### src/rtl/phyctl_pkg.sv
// Package with the control register layout, reset value and serial frame constants.
package phyctl_pkg;

    // Register address and reset value.
    localparam logic [4:0] PHYCTL_ADDR_CONTROL = 5'h00;
    localparam logic [15:0] PHYCTL_CONTROL_RST = 16'h3100;

    // Field positions inside the control register.
    localparam int PHYCTL_BIT_SOFT_RESET = 15;
    localparam int PHYCTL_BIT_LOOP_BACK = 14;
    localparam int PHYCTL_BIT_RATE = 13;
    localparam int PHYCTL_BIT_NEG_EN = 12;
    localparam int PHYCTL_BIT_LOW_POWER = 11;
    localparam int PHYCTL_BIT_ISOLATE = 10;
    localparam int PHYCTL_BIT_RESTART = 9;
    localparam int PHYCTL_BIT_DUPLEX = 8;
    localparam int PHYCTL_BIT_COL_TEST = 7;
    localparam logic [15:0] PHYCTL_WRITABLE_MASK = 16'hFF80;

    // Serial management frame figures.
    localparam logic [5:0] PHYCTL_PREAMBLE_LEN = 6'h20;
    localparam logic [5:0] PHYCTL_HDR_LAST = 6'h0C;
    localparam logic [5:0] PHYCTL_TA_LAST = 6'h01;
    localparam logic [5:0] PHYCTL_DATA_LAST = 6'h0F;
    localparam logic [1:0] PHYCTL_OP_READ = 2'h2;
    localparam logic [1:0] PHYCTL_OP_WRITE = 2'h1;
    localparam logic [4:0] PHYCTL_PHY_ADDR_DEF = 5'h00;

    typedef enum logic [3:0] {
        PHYCTL_ST_IDLE = 4'h1,
        PHYCTL_ST_HDR = 4'h2,
        PHYCTL_ST_TA = 4'h4,
        PHYCTL_ST_DATA = 4'h8
    } phyctl_state_e;

    // Control fields as seen by the rest of the PHY.
    typedef struct packed {
        logic soft_reset;
        logic loop_back_enable;
        logic rate_select;
        logic negotiation_enable;
        logic low_power_enable;
        logic isolate;
        logic restart_negotiation;
        logic duplex_full;
        logic collision_test_enable;
    } phyctl_ctrl_s;

endpackage : phyctl_pkg

### src/rtl/phyctl_top.sv
// Control register of the PHY with its serial management slave.
// What this block does
// - The control register answers at management address 0x00 and resets to 0x3100.
// - The duplex bit selects full duplex at 1 and half at 0, is set by software or negotiation.
// - Setting the collision test bit 7 enables collision test mode; it resets to 0.
// - While collision test is on, the collision indication is set when a transmission starts and cleared when it halts.
// - The register is reached by serial management frames with 16-bit data on a divided clock.
module phyctl_top #(
    parameter logic [4:0] PHY_ADDR = phyctl_pkg::PHYCTL_PHY_ADDR_DEF
) (
    // Clock and reset.
    input wire logic clk_sys,
    input wire logic reset_n,
    // Serial management pins.
    input wire logic mdc,
    input wire logic mdio_in,
    output logic mdio_out,
    output logic mdio_oe_n,
    // PHY core events, same clock.
    input wire logic tx_start,
    input wire logic tx_halt,
    input wire logic neg_restart_done,
    input wire logic neg_result_valid,
    input wire logic neg_result_full,
    // Control outputs.
    output phyctl_pkg::phyctl_ctrl_s ctrl,
    output logic soft_reset_pulse,
    output logic collision_active
);

    logic [1:0] rst_sync_q;
    logic rst_n;
    logic [1:0] mdc_sync_q;
    logic [1:0] mdio_sync_q;
    logic mdc_prev_q;
    logic mdc_rise;
    phyctl_pkg::phyctl_state_e state_q;
    logic [5:0] pre_cnt_q;
    logic [5:0] cnt_q;
    logic [11:0] hdr_q;
    logic [12:0] hdr_word;
    logic hit_q;
    logic read_q;
    logic reg_hit_q;
    logic [15:0] wdata_q;
    logic [15:0] rd_shift_q;
    logic wr_commit_q;
    logic [15:0] control_q;
    logic col_q;
    logic pulse_q;
    logic out_q;
    logic oe_n_q;

    always_ff @(posedge clk_sys or negedge reset_n) begin
        if (!reset_n) begin
            rst_sync_q <= 2'h0;
        end else begin
            rst_sync_q <= {rst_sync_q[0], 1'b1};
        end
    end
    assign rst_n = rst_sync_q[1];

    // Management pins are asynchronous to the system clock.
    always_ff @(posedge clk_sys or negedge rst_n) begin
        if (!rst_n) begin
            mdc_sync_q <= 2'h0;
            mdio_sync_q <= 2'h0;
            mdc_prev_q <= 1'b0;
        end else begin
            mdc_sync_q <= {mdc_sync_q[0], mdc};
            mdio_sync_q <= {mdio_sync_q[0], mdio_in};
            mdc_prev_q <= mdc_sync_q[1];
        end
    end
    assign mdc_rise = mdc_sync_q[1] & ~mdc_prev_q;
    assign hdr_word = {hdr_q, mdio_sync_q[1]};

    // Frame decoder: preamble, start, opcode, addresses, turnaround, 16 data bits.
    always_ff @(posedge clk_sys or negedge rst_n) begin
        if (!rst_n) begin
            state_q <= phyctl_pkg::PHYCTL_ST_IDLE;
            pre_cnt_q <= 6'h00;
            cnt_q <= 6'h00;
            hdr_q <= 12'h000;
            hit_q <= 1'b0;
            read_q <= 1'b0;
            reg_hit_q <= 1'b0;
            wdata_q <= 16'h0000;
            wr_commit_q <= 1'b0;
        end else begin
            wr_commit_q <= 1'b0;
            if (mdc_rise) begin
                case (state_q)
                    phyctl_pkg::PHYCTL_ST_IDLE: begin
                        if (mdio_sync_q[1]) begin
                            if (pre_cnt_q != phyctl_pkg::PHYCTL_PREAMBLE_LEN) begin
                                pre_cnt_q <= pre_cnt_q + 6'h01;
                            end
                        end else begin
                            if (pre_cnt_q == phyctl_pkg::PHYCTL_PREAMBLE_LEN) begin
                                state_q <= phyctl_pkg::PHYCTL_ST_HDR;
                            end
                            pre_cnt_q <= 6'h00;
                            cnt_q <= 6'h00;
                        end
                    end
                    phyctl_pkg::PHYCTL_ST_HDR: begin
                        hdr_q <= hdr_word[11:0];
                        cnt_q <= cnt_q + 6'h01;
                        if (cnt_q == phyctl_pkg::PHYCTL_HDR_LAST) begin
                            cnt_q <= 6'h00;
                            read_q <= hdr_word[11:10] == phyctl_pkg::PHYCTL_OP_READ;
                            hit_q <= hdr_word[9:5] == PHY_ADDR;
                            reg_hit_q <= hdr_word[4:0] == phyctl_pkg::PHYCTL_ADDR_CONTROL;
                            if (hdr_word[12] && hdr_word[9:5] == PHY_ADDR &&
                                (hdr_word[11:10] == phyctl_pkg::PHYCTL_OP_READ ||
                                 hdr_word[11:10] == phyctl_pkg::PHYCTL_OP_WRITE)) begin
                                state_q <= phyctl_pkg::PHYCTL_ST_TA;
                            end else begin
                                state_q <= phyctl_pkg::PHYCTL_ST_IDLE;
                            end
                        end
                    end
                    phyctl_pkg::PHYCTL_ST_TA: begin
                        cnt_q <= cnt_q + 6'h01;
                        if (cnt_q == phyctl_pkg::PHYCTL_TA_LAST) begin
                            cnt_q <= 6'h00;
                            state_q <= phyctl_pkg::PHYCTL_ST_DATA;
                        end
                    end
                    phyctl_pkg::PHYCTL_ST_DATA: begin
                        wdata_q <= {wdata_q[14:0], mdio_sync_q[1]};
                        cnt_q <= cnt_q + 6'h01;
                        if (cnt_q == phyctl_pkg::PHYCTL_DATA_LAST) begin
                            cnt_q <= 6'h00;
                            state_q <= phyctl_pkg::PHYCTL_ST_IDLE;
                            wr_commit_q <= ~read_q & reg_hit_q;
                        end
                    end
                    default: begin
                        state_q <= phyctl_pkg::PHYCTL_ST_IDLE;
                    end
                endcase
            end
        end
    end

    // Read data path; undefined addresses read as zero.
    always_ff @(posedge clk_sys or negedge rst_n) begin
        if (!rst_n) begin
            rd_shift_q <= 16'h0000;
            out_q <= 1'b1;
            oe_n_q <= 1'b1;
        end else if (mdc_rise) begin
            if (state_q == phyctl_pkg::PHYCTL_ST_HDR) begin
                rd_shift_q <= (hdr_word[4:0] == phyctl_pkg::PHYCTL_ADDR_CONTROL) ?
                    control_q : 16'h0000;
            end else if (state_q == phyctl_pkg::PHYCTL_ST_TA && read_q && hit_q) begin
                oe_n_q <= 1'b0;
                if (cnt_q == phyctl_pkg::PHYCTL_TA_LAST) begin
                    out_q <= rd_shift_q[15];
                    rd_shift_q <= {rd_shift_q[14:0], 1'b0};
                end else begin
                    out_q <= 1'b0;
                end
            end else if (state_q == phyctl_pkg::PHYCTL_ST_DATA && read_q && hit_q) begin
                if (cnt_q == phyctl_pkg::PHYCTL_DATA_LAST) begin
                    oe_n_q <= 1'b1;
                    out_q <= 1'b1;
                end else begin
                    out_q <= rd_shift_q[15];
                    rd_shift_q <= {rd_shift_q[14:0], 1'b0};
                end
            end else begin
                oe_n_q <= 1'b1;
                out_q <= 1'b1;
            end
        end
    end

    // Control register; later assignments win, so a write beats a hardware clear.
    always_ff @(posedge clk_sys or negedge rst_n) begin
        if (!rst_n) begin
            control_q <= phyctl_pkg::PHYCTL_CONTROL_RST;
            pulse_q <= 1'b0;
        end else begin
            pulse_q <= 1'b0;
            if (control_q[phyctl_pkg::PHYCTL_BIT_SOFT_RESET]) begin
                control_q <= phyctl_pkg::PHYCTL_CONTROL_RST;
                pulse_q <= 1'b1;
            end else begin
                if (neg_restart_done) begin
                    control_q[phyctl_pkg::PHYCTL_BIT_RESTART] <= 1'b0;
                end
                if (neg_result_valid && control_q[phyctl_pkg::PHYCTL_BIT_NEG_EN]) begin
                    control_q[phyctl_pkg::PHYCTL_BIT_DUPLEX] <= neg_result_full;
                end
                if (wr_commit_q) begin
                    control_q <= wdata_q & phyctl_pkg::PHYCTL_WRITABLE_MASK;
                end
            end
        end
    end

    // Collision indication follows transmissions while collision test is on.
    always_ff @(posedge clk_sys or negedge rst_n) begin
        if (!rst_n) begin
            col_q <= 1'b0;
        end else begin
            if (tx_halt || !control_q[phyctl_pkg::PHYCTL_BIT_COL_TEST]) begin
                col_q <= 1'b0;
            end
            if (tx_start && control_q[phyctl_pkg::PHYCTL_BIT_COL_TEST]) begin
                col_q <= 1'b1;
            end
        end
    end

    assign mdio_out = out_q;
    assign mdio_oe_n = oe_n_q;
    assign soft_reset_pulse = pulse_q;
    assign collision_active = col_q;
    assign ctrl = control_q[15:7];
endmodule // phyctl_top

### config.mk
export PLATFORM = sky130hd
export DESIGN_NAME = phyctl_top
export DESIGN_NICKNAME = d
export VERILOG_FILES = /design/src/rtl/phyctl_pkg.sv /design/src/rtl/phyctl_top.sv
export SDC_FILE = /design/constraint.sdc
export NUM_CORES = 1
export LEC_CHECK = 0
export BUFFER_PORTS_ARGS = -buffer_cell sky130_fd_sc_hd__buf_4
export CELL_PAD_IN_SITES_DETAIL_PLACEMENT = 1
export CELL_PAD_IN_SITES_GLOBAL_PLACEMENT = 1
export CORE_ASPECT_RATIO = 1.75
export CORE_MARGIN = 2
export CORE_UTILIZATION = 44
export CTS_BUF_LIST = sky130_fd_sc_hd__clkbuf_16
export DETAILED_ROUTE_END_ITERATION = 16
export PLACE_DENSITY = 0.71
export SYNTH_ARGS = -nofsm -noshare
export SYNTH_HDL_FRONTEND = slang
export SYNTH_SLANG_ARGS = --single-unit
### constraint.sdc
create_clock -name clk_sys -period 3.15 [get_ports clk_sys]
set_clock_uncertainty 0.15 [all_clocks]
set_input_delay 0.4725 -clock clk_sys [delete_from_list [all_inputs] [get_ports clk_sys]]
set_output_delay 0.4725 -clock clk_sys [all_outputs]
set_load 0.02 [all_outputs]
Word-level counts from Yosys, hierarchy flattened
Cells that the tools add are included.
{ "classes": {"n_addsub": 2, "mul": 0, "div_mod_pow": 0, "order_cmp": 0, "n_eq_ne": 20, "shifts": 0, "n_mux": 37, "n_bitwise": 5, "reduce_logical": 28} }
{ "ops": {"columns": ["operator", "count"], "rows": [
  ["16-bit 2-to-1 mux", 8],
  ["6-bit 2-to-1 mux", 6],
  ["6-bit one-hot mux with 4 select lines", 1],
  ["4-bit 2-to-1 mux", 5],
  ["4-bit one-hot mux with 4 select lines", 1],
  ["1-bit 2-to-1 mux", 15],
  ["6-bit by 1-bit adder with 6-bit output (second input constant)", 2],
  ["6-bit by 4-bit == test with 1-bit output (second input constant)", 2],
  ["3-bit AND reduction", 4],
  ["5-bit zero test", 2],
  ["2-bit != test (second input constant)", 5],
  ["3-bit nonzero test", 3],
  ["1-bit logical AND", 8],
  ["6-bit by 1-bit == test with 1-bit output (second input constant)", 1],
  ["6-bit == test (second input constant)", 1],
  ["3-bit != test (second input constant)", 2],
  ["6-bit != test (second input constant)", 1],
  ["2-bit AND reduction", 3],
  ["6-bit AND reduction", 1],
  ["4-bit by 1-bit == test with 1-bit output (second input constant)", 1],
  ["4-bit by 2-bit == test with 1-bit output (second input constant)", 1],
  ["4-bit by 3-bit == test with 1-bit output (second input constant)", 1],
  ["4-bit == test (second input constant)", 1],
  ["4-bit AND reduction", 1],
  ["11 further kinds", 16]
]} }
{ "totals": {"ff_bits": 91, "latch_bits": 0, "ram_bits": 0, "mem_bits_ro": 0, "input_bits": 9, "out_inout_bits": 13, "wordCells": 114, "n_memories": 0} }

Depth between registers and ports, before layout
Gate-level depths: netlist of run 1.
{ "logic_depth": {"word_depth": 6, "mapped_depth": 8, "mapped_depth_nobuf": 7} }

Worst setup path after synthesis of run 1
Ideal clock, no wire load.
{ "synth_path": {"kind": "register to register", "from": "register state_q[2]", "to": "register state_q[1]", "setup_time_ps": 125, "arrival_ps": 1929, "required_time_ps": 2875, "slack_ps": 946, "stages_incl_launch_ff": 9, "n_path_buf": 3, "period_less_slack_ps": 2204, "path_cell_list": "dfrtp_1 > buf_6 > or4b_4 > buf_6 > a31oi_4 > nor3_2 > and3_1 > buf_6 > mux2_4"} }
{ "synth_between": {"elab_chain_len": 3, "elab_cells_between_ends": 11, "classes_between": "9 x eq/ne; 1 x mux; 1 x reduce/logical"} }
{ "synth_rtl": {"columns": ["item", "line", "text"], "rows": [
  ["from (decl)", "phyctl_top.sv:37", "phyctl_pkg::phyctl_state_e state_q;"],
  ["from (signal assigned)", "phyctl_top.sv:81", "state_q <= phyctl_pkg::PHYCTL_ST_IDLE;"],
  ["from (signal assigned)", "phyctl_top.sv:101", "state_q <= phyctl_pkg::PHYCTL_ST_HDR;"],
  ["from (signal assigned)", "phyctl_top.sv:118", "state_q <= phyctl_pkg::PHYCTL_ST_TA;"],
  ["4-bit == test (tied with other cells)", "phyctl_top.sv:93", "case (state_q)"],
  ["2-bit != test (no line)", null, null],
  ["6-bit AND reduction (no line)", null, null]
]} }
Parallel ways exist; a longest one is shown, timed or not.
A chain may end at the register's enable or synchronous reset.

Final worst setup path of run 1
{ "layout_path": {"from": "register cnt_q[0]", "to": "register rd_shift_q[9]"} }
{ "layout_between": {"elab_chain_len": 3, "elab_cells_between_ends": 5, "classes_between": "4 x eq/ne; 1 x reduce/logical"} }
{ "layout_rtl": {"columns": ["item", "line", "text"], "rows": [
  ["from (decl)", "phyctl_top.sv:39", "logic [5:0] cnt_q;"],
  ["from (signal assigned)", "phyctl_top.sv:109", "cnt_q <= cnt_q + 6'h01;"],
  ["from (signal assigned)", "phyctl_top.sv:125", "cnt_q <= cnt_q + 6'h01;"],
  ["from (signal assigned)", "phyctl_top.sv:133", "cnt_q <= cnt_q + 6'h01;"],
  ["6-bit by 4-bit == test with 1-bit output or 6-bit by 1-bit == test with 1-bit output (tied branches)", "phyctl_top.sv:167, phyctl_top.sv:160", null],
  ["3-bit by 1-bit != test with 1-bit output (no line) or 3-bit != test (tied branches)", null, null],
  ["4-bit AND reduction (no line) (*)", null, null],
  ["to (signal assigned)", "phyctl_top.sv:156", "rd_shift_q <= (hdr_word[4:0] == phyctl_pkg::PHYCTL_ADDR_CONTROL) ?"],
  ["to (signal assigned)", "phyctl_top.sv:162", "rd_shift_q <= {rd_shift_q[14:0], 1'b0};"],
  ["to (signal assigned)", "phyctl_top.sv:172", "rd_shift_q <= {rd_shift_q[14:0], 1'b0};"],
  ["to (decl)", "phyctl_top.sv:46", "logic [15:0] rd_shift_q;"]
]} }
Every way passes the cells marked *; elsewhere a longest branch is shown, timed or not.

==> results of run 1 <==
## cell type report
cell class / count / area, um2 / area share, %
clock buffers: 9 / 225 / 5.21
repair buffers: 25 / 190 / 4.40
multi-input cells: 238 / 1580 / 36.5
flip-flops and latches: 84 / 2110 / 48.9
clock inverters: 6 / 51.3 / 1.19
well taps: 115 / 144 / 3.33
inverters: 6 / 22.5 / 0.521
## worst max-delay path, delay by kind of cell, from the launching register on
kind | cells | cell delay [ns]
adders and majority gates | 1 | 0.23
and+or+nand+nor | 2 | 0.60
muxes | 1 | 0.38
DFF | 1 | 0.46
AOI/OAI and AO/OA | 2 | 0.57
## layer usage
| metal | track usage [%] | share of wire [%] |
|---|---|---|
| met1 | 21.3 | 40 |
| met2 | 35.2 | 56 |
| met4 | 6.51 | 1.1 |
| met3 | 4.26 | 2.4 |
| met5 | 0 | 0 |
## metrics by stage
stage,util [%],cells
2_1_floorplan,-,344
3_3_place_gp,48.3,467
3_5_place_dp,48.3,467
4_1_cts,51.7,483
5_1_grt,51.7,483
6_report,51.7,483
## cell families (layout without fill, tap and decap cells)
logic type	Yosys count	in the layout
buf+inv	22	46
other cells	1	1
compound gates	49	49
simple gates	142	142
xor+xnor	5	5
flops	84	84
mux	35	35
fa+ha+maj	6	6
## how the worst max path moves through the flow
stage,from,to,slack [ns],cells past startpoint
2_1_floorplan,rst_sync_q[1]$_DFF_PN0_,cnt_q[0]$_DFFE_PN0P_,0.50,0
3_5_place_dp,cnt_q[0]$_DFFE_PN0P_,rd_shift_q[13]$_DFFE_PN0P_,0.63,6
5_1_grt,cnt_q[0]$_DFFE_PN0P_,rd_shift_q[9]$_DFFE_PN0P_,0.30,6
4_1_cts,cnt_q[0]$_DFFE_PN0P_,rd_shift_q[9]$_DFFE_PN0P_,0.62,6
3_3_place_gp,cnt_q[0]$_DFFE_PN0P_,rd_shift_q[14]$_DFFE_PN0P_,0.74,6
6_report,cnt_q[0]$_DFFE_PN0P_,rd_shift_q[9]$_DFFE_PN0P_,0.64,6
## report_power, final
group	internal, W	leakage [nW]	switching (W)	total (W)
clock network	0.000598	0.145	0.000398	0.000996
logic	0.000196	0.791	0.000248	0.000444
registers	0.00119	1.12	0.000135	0.00132
total	0.00198	2.06	0.000781	0.00276
## sequential cells by signal, indices dropped and copies added (netlist names), 2 cells and up
name         cells
pre_cnt_q        6
rst_sync_q       2
mdio_sync_q      2
control_q        9
state_q          4
hdr_q           12
rd_shift_q      16
wdata_q         16
cnt_q            6
mdc_sync_q       2
## placed cells by master (no fill, tap or decap), drive strengths merged, types with 3 or more instances in the layout
cell type	count
and3	3
nor2	20
ha	6
buf	24
dfstp	6
xor2	4
dfrtp	78
clkinv	3
nand2b	4
clkbuf	9
nand3	8
nor2b	5
a211o	3
o21ai	22
nor3b	4
mux2	30
a31oi	3
inv	8
a21oi	6
nor4	3
nand4	4
or4b	3
nor3	5
nor4b	3
o31ai	3
nand2	73
mux2i	5
==> qor.csv, run 1 <==
stage,metric,value,unit
critical_path,Worst Path Max Fanout,10,
floorplanning,die area,0.00944,mm2
drt,Vias per Instance,5.32,
floorplanning,I/O pin count,22,
critical_path,FF-to-FF Start,cnt_q[0]$_DFFE_PN0P_,
drt,starting DRC count in detailed routing,149,
synthesis,sequential fraction of the synthesis area,55.4,%
global_routing,first-pass GRT wire length,13700,um
critical_path,CP max-delay cell,dfrtp_1,
synthesis,Post-synth top flop,dfrtp_1,
floorplanning,Chip Width,74.3,um
floorplanning,initial core utilization,45.5,%
floorplanning,number of cell rows,44,
power,Pwr per Cell Area,639,mW/mm2
clock_tree,# resized after CTS,0,
synthesis,Syn Area/Cell,11.1,um2
critical_path,Critical Path RT,3.21,ns
timing,Max Fclk,0.399,GHz
synthesis,"FF+latch count, synth",84,
synthesis,"Async S/R FF share, synth",100,%
global_routing,total track usage,19.2,%
drt,via count,2569,
timing,Final Hold Vio Count,0,
run,max-cap viol count,0,
synthesis,Syn Std Cell Area,0.00380,mm2
drt,DRC violations left,0,
critical_path,crit end category,flip-flop,
global_routing,initial antenna violation count,0,
timing,RSZ-0062 raised after global routing,false,
placed_design,Port Buf Inserts,21,
timing,final-report setup violation count,0,
clock_tree,clk buf depth,2,
clock_tree,clock slew at reported path FFs,0.06,ns
timing,Worst Max-Slew Pin Slew,1.05,ns
synthesis,Syn Nets,359,
final_layout,share of cells above drive strength 1,19.8,%
synthesis,Yosys warnings,0,
floorplanning,core area,0.00837,mm2
power,P_leak,2.06,nW
critical_path,Crit Path Class,flip-flop to flip-flop,
placed_design,DP HPWL,5720,um
critical_path,worst stage delay on the critical path,0.46,ns
drt,DRT antenna net count,0,
final_layout,Nets,379,
placed_design,placed cell area,0.00404,mm2
worst_hold_path,Hold/Removal Path Class,input pin to flip-flop,
worst_hold_path,Worst Hold Depth,1,
synthesis,Yosys top cell area share,51.3,%
drt,length of the first detailed-routing pass in iterations,4,
global_routing,vias in the first global route,2756,
synthesis,post-synthesis compound-gate area fraction,9.11,%
power,peak supply drop,0.322,mV
synthesis,fraction of synthesized area in multiplexers,10.6,%
worst_hold_path,Hold Path Sink,mdc_sync_q[0]$_DFF_PN0_,
final_layout,diode count,0,
synthesis,Synth area leaders,"dfrtp_1 (51%), nand2_1 (7.2%), mux2_2 (4.4%)",
critical_path,internal reg-to-reg setup slack,0.64,ns
timing,final slew viol count,0,
clock_tree,clk sinks,84,
final_layout,Layout Area Growth over Synthesis,13.6,%
timing,min Tclk post-route,2.51,ns
timing,Worst slew margin,30.2,%
global_routing,global route overflow,0,
synthesis,most numerous cell in the Yosys netlist,dfrtp_1,
critical_path,worst path cell trace,"ha_1, nand3_1, o31ai_1, a21oi_1, nor2_2, mux2_1",
placed_design,Place WS,0.630,ns
drt,final wirelength,8150,um
critical_path,Worst Reg-to-Reg Cells,6,
outcome,status,"complete, no violations",
synthesis,simple-gate share of the synthesized area,18.5,%
final_layout,fin area,0.00432,mm2
synthesis,synth cell count leaders,"dfrtp_1 (78), nand2_1 (73), o21ai_0 (21), nor2_1 (19), mux2_2 (15)",
placed_design,GPL Wtd Cong,0.798,
timing,Setup TNS,0,ns
synthesis,post-synthesis xor/xnor area fraction,1.15,%
critical_path,startpoint types,flip-flop,
clock_tree,hold buffer count at cts,1,
critical_path,WP data arrival,2.57,ns
clock_tree,Setup Buffers After CTS,0,
global_routing,pin count of the biggest net entering global routing,83,
synthesis,largest family of logic cells by synthesized area,simple AND/OR/NAND/NOR gates,
timing,final worst path period share,79.6,%
worst_hold_path,worst hold path startpoint,mdc,
drt,detailed-route wire length per cell,16.9,um
power,"Power, Total",0.00276,W
timing,WHS,0.0972,ns
clock_tree,later-pin clock latency in the skew report,0.33,ns
clock_tree,CTS tree,built,
synthesis,area share of fa/ha/maj cells after synthesis,1.97,%
floorplanning,die height,127,um
clock_tree,TritonCTS buffer count,9,
final_layout,fillers,925,
synthesis,distinct cell type count after synthesis,56,
clock_tree,H-tree depth,3,
synthesis,number of synthesized flops with an enable pin,0,
timing,setup ws final,0.641,ns
critical_path,r2r endpoint,rd_shift_q[9]$_DFFE_PN0P_,
synthesis,Cells after Synth,344,
clock_tree,root buffer cell,clkbuf_16,
synthesis,cell taking the most area after synthesis,dfrtp_1,
(Power assumes the default switching activity.)
==> run 2, diff against run 1 <==
==> constraint.sdc (replaced) <==
create_clock -name clk_sys -period 2.61 [get_ports clk_sys]
set_clock_uncertainty 0.15 [all_clocks]
set_input_delay 0.3915 -clock clk_sys [delete_from_list [all_inputs] [get_ports clk_sys]]
set_output_delay 0.3915 -clock clk_sys [all_outputs]
set_load 0.02 [all_outputs]
==> qor.csv, run 2 (synthesis gave the netlist of run 1 again) <==
stage,metric,value,unit,change
power,Pwr per Cell Area,769,mW/mm2,was 639 mW/mm2
floorplanning,initial core utilization,45.5,%,unchanged
drt,DRC violations left,0,,unchanged
run,max-cap viol count,0,,unchanged
drt,via count,2585,,was 2569
timing,final slew viol count,0,,unchanged
global_routing,vias in the first global route,2821,,was 2756
clock_tree,clock slew at reported path FFs,0.06,ns,about the same
placed_design,Port Buf Inserts,21,,unchanged
critical_path,Crit Path Class,flip-flop to flip-flop,,unchanged
timing,min Tclk post-route,2.43,ns,was 2.51 ns
clock_tree,H-tree depth,3,,unchanged
clock_tree,root buffer cell,clkbuf_16,,unchanged
final_layout,share of cells above drive strength 1,21.3,%,was 19.8%
final_layout,multi-input logic area,0.00158,mm2,unchanged
global_routing,initial antenna violation count,0,,unchanged
timing,final worst path period share,93.1,%,was 79.6%
power,peak supply drop,0.516,mV,was 0.322 mV
worst_hold_path,worst hold path startpoint,tx_start,,was mdc
worst_hold_path,Hold Path Sink,collision_active$_DFFE_PN0P_,,was mdc_sync_q[0]$_DFF_PN0_
critical_path,internal reg-to-reg setup slack,0.18,ns,was 0.64 ns
global_routing,global route overflow,0,,unchanged
power,Clk network pwr share,36.8,%,was 36.1%
global_routing,first-pass GRT wire length,13800,um,was 13700 um
floorplanning,I/O pin count,22,,unchanged
floorplanning,Chip Width,74.3,um,unchanged
final_layout,most frequent cells in the layout,"dfrtp_1 (77), nand2_1 (73), buf_4 (28)",,"was dfrtp_1 (77), nand2_1 (73), buf_4 (24)"
clock_tree,clk sinks,84,,unchanged
clock_tree,# resized after CTS,0,,unchanged
drt,DRT antenna net count,0,,unchanged
power,P_leak,2.10,nW,was 2.06 nW
clock_tree,clk buf depth,2,,unchanged
timing,Worst slew margin,50.6,%,was 30.2%
outcome,status,"complete, no violations",,unchanged
power,Reg power frac,46.5,%,was 47.9%
placed_design,Place WS,0.158,ns,was 0.630 ns
final_layout,fillers,913,,was 925
worst_hold_path,Hold/Removal Path Class,input pin to flip-flop,,unchanged
drt,Vias per Instance,5.26,,was 5.32
power,P_sw,0.000977,W,was 0.000781 W
clock_tree,CTS tree,built,,unchanged
critical_path,FF-to-FF Start,cnt_q[0]$_DFFE_PN0P_,,unchanged
worst_hold_path,Worst Hold Depth,2,,was 1
power,P_int,0.00242,W,was 0.00198 W
power,combinational power share,16.7,%,was 16.1%
timing,setup ws final,0.180,ns,was 0.641 ns
final_layout,Nets,386,,was 379
timing,final-report setup violation count,0,,unchanged
drt,length of the first detailed-routing pass in iterations,4,,unchanged
timing,Final Hold Vio Count,0,,unchanged
floorplanning,number of cell rows,44,,unchanged
critical_path,Critical Path RT,2.68,ns,was 3.21 ns
power,"Power, Total",0.00339,W,was 0.00276 W
floorplanning,die height,127,um,unchanged
critical_path,crit end category,flip-flop,,unchanged
final_layout,register area,0.00211,mm2,unchanged
floorplanning,core area,0.00837,mm2,unchanged
critical_path,startpoint types,flip-flop,,unchanged
drt,starting DRC count in detailed routing,62,,was 149
critical_path,Worst Reg-to-Reg Cells,6,,unchanged
timing,Setup TNS,0,ns,unchanged
critical_path,WP data arrival,2.50,ns,was 2.57 ns
global_routing,total track usage,19.2,%,about the same
clock_tree,TritonCTS buffer count,9,,unchanged
floorplanning,die area,0.00944,mm2,unchanged
placed_design,DP HPWL,5830,um,was 5720 um
power,Switching Fraction,28.8,%,was 28.3%
timing,Worst Max-Slew Pin Slew,0.738,ns,was 1.05 ns
timing,Max Fclk,0.412,GHz,was 0.399 GHz
final_layout,Layout Area Growth over Synthesis,15.9,%,was 13.6%
global_routing,pin count of the biggest net entering global routing,53,,was 83
clock_tree,later-pin clock latency in the skew report,0.34,ns,was 0.33 ns
final_layout,"most common cell after layout, fill and taps aside",dfrtp_1,,unchanged
timing,RSZ-0062 raised after global routing,false,,unchanged
critical_path,r2r endpoint,state_q[1]$_DFFE_PN0P_,,was rd_shift_q[9]$_DFFE_PN0P_
final_layout,diode count,0,,unchanged
final_layout,biggest regs,"rd_shift_q: 16 flops, wdata_q: 16 flops, hdr_q: 12 flops",,unchanged
drt,detailed-route wire length per cell,16.4,um,was 16.9 um
placed_design,GPL Wtd Cong,0.779,,was 0.798
drt,final wirelength,8050,um,was 8150 um
critical_path,Worst Path Max Fanout,7,,was 10
==> run 2: worst max path at each step <==
| stage | startpoint | end | slack [ns] | cells past startpoint |
|---|---|---|---|---|
| floorplan | state_q[2]$_DFFE_PN0P_ | state_q[1]$_DFFE_PN0P_ | 0.41 | 8 |
| global placement | cnt_q[0]$_DFFE_PN0P_ | state_q[2]$_DFFE_PN0P_ | 0.26 | 6 |
| detailed placement | cnt_q[0]$_DFFE_PN0P_ | state_q[1]$_DFFE_PN0P_ | 0.16 | 6 |
| CTS | cnt_q[0]$_DFFE_PN0P_ | state_q[1]$_DFFE_PN0P_ | 0.16 | 6 |
| global route | cnt_q[0]$_DFFE_PN0P_ | state_q[1]$_DFFE_PN0P_ | 0.01 | 6 |
| finish | cnt_q[0]$_DFFE_PN0P_ | state_q[1]$_DFFE_PN0P_ | 0.18 | 6 |
==> run 2: power by group through the flow <==
stage | Combinational (W) | Clock, W | Sequential (W)
after floorplan | 0.000481 | 0 | 0.00154
after global placement | 0.000545 | 0 | 0.00159
after detailed placement | 0.000566 | 0 | 0.00160
after CTS | 0.000579 | 0.00128 | 0.00158
after global routing | 0.000642 | 0.00133 | 0.00161
final | 0.000566 | 0.00125 | 0.00158
==> run 2: per-layer routing <==
layer,track usage [%],vias to the layer above,routed length [um]
li1,-,1241,-
met1,21.2,1299,3170
met2,35.3,34,4550
met3,3.08,11,170
met4,7.88,0,163
met5,0,-,0
==> run 2: timing repair <==
item / in CTS / in global routing
setup buffers: 0 / 0
hold buffers: 3 / 0
endpoints found under the setup margin: 0 / 0
endpoints found under the hold margin: 4 / 0
==> run 2: cell type report <==
| cell class | count | share of cell area (%) |
|---|---|---|
| Clock buffer | 9 | 5.11 |
| Clock inverter | 7 | 1.53 |
| Sequential cell | 84 | 47.9 |
| Timing Repair Buffer | 32 | 5.90 |
| Multi-Input combinational cell | 238 | 35.8 |
| Inverter | 6 | 0.511 |
| Tap cell | 115 | 3.26 |
==> run 2: through the flow <==
step	instances	utilization [%]	hold WS (ns)	instance area (um2)
after detailed placement	472	48.8	0.0277	4090
after CTS	491	52.7	0.117	4410
final	491	52.7	0.122	4410
after floorplan	344	-	-0.0541	3810
after global routing	491	52.7	0.124	4410
after global placement	472	48.8	0.0248	4090
==> run 2: worst max-delay path, stage by stage (launching register included) <==
cell	delay (ns)
dfrtp_1	0.44
ha_1	0.22
nand3_1	0.17
o31a_1	0.31
nor3_2	0.30
and3_1	0.38
mux2_4	0.33
